**src/pdc_defines.vh**
```
/*
 power-down sequencer and configuration mode decoder constants.
 assumes a 100 MHz system clock; included by pdc_power_down_ctrl.v.
*/
`ifndef PDC_DEFINES_VH
`define PDC_DEFINES_VH

// -----------------------------------------------------------------------------
// timing
// -----------------------------------------------------------------------------
`define PDC_CLK_PERIOD_NS 10
`define PDC_STAGE_GAP_NS 10
// longest-time figure rounds down, never below one cycle
`define PDC_STAGE_GAP_CYC ((`PDC_STAGE_GAP_NS / `PDC_CLK_PERIOD_NS) < 1 ? 1 : \
	(`PDC_STAGE_GAP_NS / `PDC_CLK_PERIOD_NS))
// gap counter width; only the low bits of the cycle figure are ever used
`define PDC_CNT_W 4

// -----------------------------------------------------------------------------
// configuration mode encodings
// -----------------------------------------------------------------------------
`define PDC_MODE_W 2
`define PDC_MODE_SLAVE_SERIAL 2'h0
`define PDC_MODE_MASTER_SERIAL 2'h1
`define PDC_MODE_EXPRESS 2'h2

// -----------------------------------------------------------------------------
// sequencer state codes
// -----------------------------------------------------------------------------
`define PDC_ST_W 3
`define PDC_ST_RUN 3'h0
`define PDC_ST_ENTER 3'h1
`define PDC_ST_DOWN 3'h2
`define PDC_ST_EXIT 3'h3

`endif

```
**src/pdc_power_down_ctrl.v**
```verilog
/*
 power-down sequencer and configuration mode control for the device core.
 assumes power_down_n, mode pins and program arrive asynchronously from
 board logic; config_done and scan_extest come from core logic on clk.
 limitation: power-down pulses shorter than one clock may be missed;
 the board is expected to keep them far longer than that.
*/
`timescale 1ns/1ns
`default_nettype none
`include "pdc_defines.vh"

module pdc_power_down_ctrl (
	// clock and reset
	input wire clk,
	input wire rst,
	// board pins (asynchronous)
	input wire power_down_n,
	input wire mode_select_upper,
	input wire mode_select_lower,
	input wire program_n,
	input wire configuration_clock,
	input wire done_pin,
	// core-side controls
	input wire two_pin_variant,
	input wire config_start,
	input wire config_done,
	input wire user_float_req,
	input wire user_set_reset_req,
	input wire scan_extest,
	input wire init_status_in,
	// pin views seen by the core, all gated except program
	output reg mode_upper_seen_ff,
	output reg mode_lower_seen_ff,
	output reg configuration_clock_seen_ff,
	output reg done_seen_ff,
	output reg program_seen_n_ff,
	// buffer and global net controls
	output reg input_buf_en_ff,
	output reg output_buf_en_ff,
	output reg pullup_en_ff,
	output reg mode_pullup_en_ff,
	output reg global_set_reset_ff,
	output reg global_output_float_ff,
	output reg scan_enable_ff,
	// configuration control and status
	output reg config_restart_ff,
	output reg [`PDC_MODE_W-1:0] config_mode_ff,
	output reg mode_valid_ff,
	output reg init_status_ff,
	output reg init_status_oe_ff,
	output reg powered_down_ff
);

// -----------------------------------------------------------------------------
// helpers
// -----------------------------------------------------------------------------
// map pin levels to a configuration mode code
function [`PDC_MODE_W-1:0] pdc_decode_mode;
	input two_pin;
	input upper;
	input lower;
	begin
		// single-pin variant reads only the lower pin
		if (!two_pin) begin
			pdc_decode_mode = lower ? `PDC_MODE_SLAVE_SERIAL : `PDC_MODE_MASTER_SERIAL;
		end else if (!upper) begin
			pdc_decode_mode = `PDC_MODE_EXPRESS;
		end else begin
			pdc_decode_mode = lower ? `PDC_MODE_SLAVE_SERIAL : `PDC_MODE_MASTER_SERIAL;
		end
	end
endfunction

// -----------------------------------------------------------------------------
// input synchronisers
// -----------------------------------------------------------------------------
reg [1:0] pwr_sync_ff;
reg [1:0] upper_sync_ff;
reg [1:0] lower_sync_ff;
reg [1:0] prog_sync_ff;
reg [1:0] cfg_clk_sync_ff;
reg [1:0] done_sync_ff;

// two flops per pin; reset assumes pull-ups, so power-down reads inactive
always @(posedge clk) begin
	if (rst) begin
		pwr_sync_ff <= 2'h3;
		upper_sync_ff <= 2'h3;
		lower_sync_ff <= 2'h3;
		prog_sync_ff <= 2'h3;
		cfg_clk_sync_ff <= 2'h0;
		done_sync_ff <= 2'h0;
	end else begin
		pwr_sync_ff <= {pwr_sync_ff[0], power_down_n};
		upper_sync_ff <= {upper_sync_ff[0], mode_select_upper};
		lower_sync_ff <= {lower_sync_ff[0], mode_select_lower};
		prog_sync_ff <= {prog_sync_ff[0], program_n};
		cfg_clk_sync_ff <= {cfg_clk_sync_ff[0], configuration_clock};
		done_sync_ff <= {done_sync_ff[0], done_pin};
	end
end

wire pwr_req = ~pwr_sync_ff[1];
// only the second flop is read, so no logic sees a metastable level

// -----------------------------------------------------------------------------
// power-down sequencer
// -----------------------------------------------------------------------------
reg [`PDC_ST_W-1:0] state_ff;
reg [`PDC_ST_W-1:0] nxt_state;
reg [`PDC_CNT_W-1:0] gap_cnt_ff;
reg [`PDC_CNT_W-1:0] nxt_gap_cnt;
reg in_en_ff;
reg nxt_in_en;
reg out_en_ff;
reg nxt_out_en;
reg pd_set_reset_ff;
reg nxt_pd_set_reset;

// gap length in cycles minus one, sliced on purpose to the counter width
localparam integer GAP_LAST_INT = `PDC_STAGE_GAP_CYC - 1;
localparam [`PDC_CNT_W-1:0] GAP_LAST = GAP_LAST_INT[`PDC_CNT_W-1:0];

// next-state logic; a release mid-entry still walks through the exit gap
always @* begin
	nxt_state = state_ff;
	nxt_gap_cnt = gap_cnt_ff;
	nxt_in_en = in_en_ff;
	nxt_out_en = out_en_ff;
	nxt_pd_set_reset = pd_set_reset_ff;
	// every state holds its enables unless a stage moves
	case (state_ff)
		`PDC_ST_RUN: begin
			if (pwr_req) begin
				// inputs and set/reset go together, outputs wait one gap
				nxt_in_en = 1'b0;
				nxt_pd_set_reset = 1'b1;
				nxt_gap_cnt = {`PDC_CNT_W{1'b0}};
				nxt_state = `PDC_ST_ENTER;
			end
		end
		`PDC_ST_ENTER: begin
			if (gap_cnt_ff == GAP_LAST) begin
				nxt_out_en = 1'b0;
				nxt_state = `PDC_ST_DOWN;
			end else begin
				nxt_gap_cnt = gap_cnt_ff + 1'b1;
			end
		end
		`PDC_ST_DOWN: begin
			if (!pwr_req) begin
				nxt_in_en = 1'b1;
				// mirror order: inputs back first, outputs after the gap
				nxt_pd_set_reset = 1'b0;
				nxt_gap_cnt = {`PDC_CNT_W{1'b0}};
				nxt_state = `PDC_ST_EXIT;
			end
		end
		`PDC_ST_EXIT: begin
			if (pwr_req) begin
				// re-entry during the exit gap restarts the entry order
				nxt_in_en = 1'b0;
				nxt_pd_set_reset = 1'b1;
				nxt_gap_cnt = {`PDC_CNT_W{1'b0}};
				nxt_state = `PDC_ST_ENTER;
			end else if (gap_cnt_ff == GAP_LAST) begin
				nxt_out_en = 1'b1;
				nxt_state = `PDC_ST_RUN;
			end else begin
				nxt_gap_cnt = gap_cnt_ff + 1'b1;
			end
		end
		default: begin
			nxt_state = `PDC_ST_RUN;
			nxt_in_en = 1'b1;
			// unused codes fall back to normal running
			nxt_out_en = 1'b1;
			nxt_pd_set_reset = 1'b0;
		end
	endcase
end

// sequencer registers
always @(posedge clk) begin
	if (rst) begin
		state_ff <= `PDC_ST_RUN;
		gap_cnt_ff <= {`PDC_CNT_W{1'b0}};
		in_en_ff <= 1'b1;
		out_en_ff <= 1'b1;
		pd_set_reset_ff <= 1'b0;
	end else begin
		state_ff <= nxt_state;
		gap_cnt_ff <= nxt_gap_cnt;
		in_en_ff <= nxt_in_en;
		out_en_ff <= nxt_out_en;
		pd_set_reset_ff <= nxt_pd_set_reset;
	end
end

// -----------------------------------------------------------------------------
// configuration tracking and mode capture
// -----------------------------------------------------------------------------
// configured_ff never clears: configuration memory survives power-down
reg configured_ff;
reg pd_before_done_ff;

// a power-down before done drops config and asks for a restart on release
always @(posedge clk) begin
	if (rst) begin
		configured_ff <= 1'b0;
		pd_before_done_ff <= 1'b0;
		config_restart_ff <= 1'b0;
		config_mode_ff <= `PDC_MODE_SLAVE_SERIAL;
		mode_valid_ff <= 1'b0;
	end else begin
		config_restart_ff <= 1'b0;
		// the set branch wins over the release branch in one cycle
		if (pd_set_reset_ff && !configured_ff) begin
			pd_before_done_ff <= 1'b1;
			mode_valid_ff <= 1'b0;
		end else if (state_ff == `PDC_ST_EXIT && nxt_state == `PDC_ST_RUN) begin
			config_restart_ff <= pd_before_done_ff;
			pd_before_done_ff <= 1'b0;
		end else if (config_start && !mode_valid_ff && in_en_ff) begin
			// sampled once; ignored after configuration finishes
			config_mode_ff <= pdc_decode_mode(two_pin_variant, upper_sync_ff[1],
				lower_sync_ff[1]);
			mode_valid_ff <= 1'b1;
		end
		// done only counts while power-down does not hold the flops in set/reset
		if (config_done && !pd_set_reset_ff) begin
			configured_ff <= 1'b1;
		end
	end
end

// -----------------------------------------------------------------------------
// output stage
// -----------------------------------------------------------------------------
// all outputs registered; combinational core logic keeps running on lows
always @(posedge clk) begin
	if (rst) begin
		mode_upper_seen_ff <= 1'b0;
		mode_lower_seen_ff <= 1'b0;
		configuration_clock_seen_ff <= 1'b0;
		done_seen_ff <= 1'b0;
		program_seen_n_ff <= 1'b1;
		input_buf_en_ff <= 1'b1;
		output_buf_en_ff <= 1'b1;
		pullup_en_ff <= 1'b1;
		mode_pullup_en_ff <= 1'b1;
		global_set_reset_ff <= 1'b0;
		global_output_float_ff <= 1'b0;
		scan_enable_ff <= 1'b1;
		init_status_ff <= 1'b0;
		init_status_oe_ff <= 1'b0;
		powered_down_ff <= 1'b0;
	end else begin
		mode_upper_seen_ff <= in_en_ff & upper_sync_ff[1];
		mode_lower_seen_ff <= in_en_ff & lower_sync_ff[1];
		configuration_clock_seen_ff <= in_en_ff & cfg_clk_sync_ff[1];
		done_seen_ff <= in_en_ff & done_sync_ff[1];
		// program bypasses the gating so a reload can always be requested
		program_seen_n_ff <= prog_sync_ff[1];
		input_buf_en_ff <= in_en_ff;
		output_buf_en_ff <= out_en_ff & ~user_float_req;
		pullup_en_ff <= in_en_ff;
		mode_pullup_en_ff <= in_en_ff & ~configured_ff;
		// power-down and user request share one global set/reset net
		global_set_reset_ff <= pd_set_reset_ff | user_set_reset_req;
		// float ignored while scan drives pins in external test
		global_output_float_ff <= (~out_en_ff | user_float_req) &
			~(scan_extest & in_en_ff);
		scan_enable_ff <= in_en_ff;
		// status stays quiet from a power-down that hit an unfinished load until its release completes
		init_status_ff <= init_status_in & ~pd_before_done_ff & ~pd_set_reset_ff;
		init_status_oe_ff <= ~configured_ff & ~pd_before_done_ff & ~pd_set_reset_ff;
		powered_down_ff <= (state_ff != `PDC_ST_RUN);
	end
end

endmodule
`default_nettype wire

```
**config.mk**
```make
export PLATFORM = sky130hd
export DESIGN_NAME = pdc_power_down_ctrl
export DESIGN_NICKNAME = d
export VERILOG_FILES = /design/src/pdc_power_down_ctrl.v
export VERILOG_INCLUDE_DIRS = /design/src
export SDC_FILE = /design/constraint.sdc
export NUM_CORES = 1
export LEC_CHECK = 0
export BUFFER_PORTS_ARGS = -buffer_cell sky130_fd_sc_hd__buf_4
export CAP_MARGIN = 5
export CELL_PAD_IN_SITES_DETAIL_PLACEMENT = 0
export CELL_PAD_IN_SITES_GLOBAL_PLACEMENT = 1
export CORE_ASPECT_RATIO = 1.4
export CORE_MARGIN = 4
export CORE_UTILIZATION = 43
export CTS_CLUSTER_SIZE = 20
export DETAILED_ROUTE_END_ITERATION = 7
export PLACE_DENSITY_LB_ADDON = 0.25
export SETUP_SLACK_MARGIN = 0.05
export SYNTH_ARGS = -nofsm -noshare
export SYNTH_HDL_FRONTEND = slang
export SYNTH_SLANG_ARGS = --single-unit
```
**constraint.sdc**
```tcl
create_clock -name clk -period 3.1 [get_ports clk]
set_clock_uncertainty 0.05 [all_clocks]
set_input_delay 0.62 -clock clk [delete_from_list [all_inputs] [get_ports clk]]
set_output_delay 0.62 -clock clk [all_outputs]
set_load 0.005 [all_outputs]
```
==> results.ini <==
[outcome]
status=finished clean

[critical_path]
cp_max_fo=5
crit_buf_inv=1
start_kind=flop
critPathMaxStageDelay_ps=350
crit_path_top_delay_cell=dfxtp_1
crit_chain=inv_1 > ha_1 > nor3b_2 > nand4_1 > nand4_2 > mux2_4
arrival_ps=1870
cp.required_ps=3220
crit_family=simple AND/OR/NAND/NOR gates
endpoint_kind=flop
timing.setup.critical_path_class=flop to flop

[detailed_routing]
avgRoutedWirePerCell_um=12.7
postRouteAntennaNets=0
drtPass1Iterations=4
drt_drc_violations_left=0
viasPerCell=5.08
via_count=1098
totalWireLength_um=2740
drt_iter0_drc=18

[logic_synthesis]
syn-num-nets=161
synth-compound-area-share_pct=10.4
ys_seq_area_share_pct=54.3
synth_area_sq_um=1510
synth_edf_count=0
yosysWarnings=0
synthAdderAreaFrac_pct=1.65
synth_cells=144
synth_ff_type=dfxtp_1
yosys-mux-area-fraction_pct=1.65
yosys.area_share.xor_xnor_pct=1.16
synth.avg_cell_area_sq_um=10.5
synth-simple-area-share_pct=25.4
synth_top_family_by_area=simple AND/OR/NAND/NOR gates
netlist-cell-type-count=42
async_flop_share_pct=0
yosys_register_bits=41

[floorplan]
dieArea_sq_um=4540
start_util_pct=44.8
die_y_um=78.2
boundaryPins=34
fp-row-count=25
core_sq_um=3380
fp.dieW_um=58.1

[placed_design]
gp_congestion=0.747
place_hpwl_um=1990
port_buffers=33
placed_cells=208

[power_and_ir_drop]
peakVddDrop_v=0.000362
total_power_uw=1060
powerDensity_nw_per_um2=567
p_leak_uw=0.000784

[min_path]
hp-class=flop to flop

[clock_tree]
cts_hold_buf=0
post_cts_buffers=0
clk_latency_ps=280
clockBufferDepth=2
postCtsResizedCells=0
cts_root_buf=clkbuf_8
cts.sink_count=41
cts_tree=yes
htreeDepth=2
clkSlewWorstSetupHoldPaths_ps=80
cts_inserted_buffers=5

[layout]
layout.cells.most_common=dfxtp_1
layout_common_cells=dfxtp_1 (41), buf_4 (33), or2_2 (10), nor2b_1 (9), nor2_1 (9)
syn2layout_area_growth_pct=23.4
n_fill_cell=320
multiInputGateArea_sq_um=613
drive_above_1_share_pct=33.5
n_antenna_cell=0
final_nets=192
seqCellArea_sq_um=821
final-instance-count-excl-fill=216

[global_route]
grt_max_degree=38
grt_pass1_wl_um=4690
grt_pass1_vias=1069
antenna_found_initial=0
overflow=0
track_usage_pct=13.4

[timing]
rsz0062_at_grt=no
setup_viol_count_final=0
drv_slew=0
hold_viol_final=0
final.min_clock_period_ps=1750
max_freq_mhz=571
fin_crit_sh_pct=56.5
fin_setup_tns_ps=0

[job]
drv_cap=0

-- flip-flops by register name (all words and copies together) (netlist names), 2 cells and up --
| signal | count |
|---|---|
| pwr_sync_ff | 2 |
| gap_cnt_ff | 4 |
| cfg_clk_sync_ff | 2 |
| config_mode_ff | 2 |
| lower_sync_ff | 2 |
| upper_sync_ff | 2 |
| prog_sync_ff | 2 |
| state_ff | 3 |
| done_sync_ff | 2 |
-- cells in the mapped netlist, types with 2 or more instances --
master | number | area share (%)
nand2b_1 | 3 | 1.2
inv_1 | 5 | 1.2
a22o_1 | 2 | 1.2
or2_2 | 10 | 4.1
nor3_1 | 7 | 2.3
a21o_1 | 3 | 1.5
o21ai_0 | 5 | 1.7
nor2b_4 | 2 | 1.8
buf_6 | 2 | 1.5
nor2b_1 | 9 | 3.7
and2_1 | 4 | 1.7
nor4b_1 | 2 | 1.2
nand3_1 | 3 | 0.99
nor4_1 | 2 | 0.83
buf_4 | 3 | 1.5
nor2_1 | 9 | 2.2
ha_1 | 2 | 1.7
a21oi_1 | 4 | 1.3
dfxtp_1 | 41 | 54
clkbuf_1 | 4 | 0.99
-- metrics by stage --
step	cell area (sq um)	utilization (%)	setup WS (ps)	hold slack (ps)
CTS	1870	55.3	1350	363
global placement	1750	51.8	1480	344
global route	1870	55.3	1220	371
floorplan	1510	-	1570	339
finish	1870	55.3	1350	356
detailed placement	1750	51.8	1370	345
-- layout make-up --
cell class | count | area share, %
clock buffer | 7 | 4.62
clock inverter | 1 | 1.61
inverter | 5 | 1.01
multi-input combinational | 89 | 32.8
sequential | 41 | 44.0
tap | 40 | 2.68
timing repair buffer | 33 | 13.3
-- layer usage --
metal	global-route usage, %	up-vias	part of all wire, %
met5	0	-	0
met4	5.57	0	1.2
met3	4.93	4	6.2
met2	23.1	25	53
met1	14.5	520	40
li1	-	549	-
-- worst reg2reg max path, delay by kind of cell (launching register included) --
family / cells / cell delay (ps)
adders and majority gates: 1 / 160
buffers and inverters: 1 / 70
muxes: 1 / 300
DFF: 1 / 350
and+or+nand+nor: 3 / 710
-- logic make-up after synthesis --
| logic type | after synthesis |
|---|---|
| buf+inv | 14 |
| simple gates | 60 |
| other cells | 1 |
| fa+ha+maj | 2 |
| mux | 2 |
| compound gates | 22 |
| flops | 41 |
| xor+xnor | 2 |
-- final timing paths --
| path | start | to | slack (ps) | depth (start not counted) |
|---|---|---|---|---|
| worst max-delay path | gap_cnt_ff[0]$_SDFFE_PP0P_ | config_mode_ff[0]$_SDFFE_PP0P_ | 1350 | 6 |
| worst min-delay path | upper_sync_ff[0]$_SDFF_PP1_ | upper_sync_ff[1]$_SDFF_PP1_ | 360 | 1 |
| worst max register to register | gap_cnt_ff[0]$_SDFFE_PP0P_ | config_mode_ff[0]$_SDFFE_PP0P_ | 1350 | 6 |
| worst min register to register | upper_sync_ff[0]$_SDFF_PP1_ | upper_sync_ff[1]$_SDFF_PP1_ | 360 | 1 |
-- power breakdown --
part	total, uW	internal, uW	switching (uW)
clock	431	262	168
sequential	560	547	12.4
combinational	68.1	41.9	26.2
total	1060	851	207
Power figures use the tool's default switching activity.
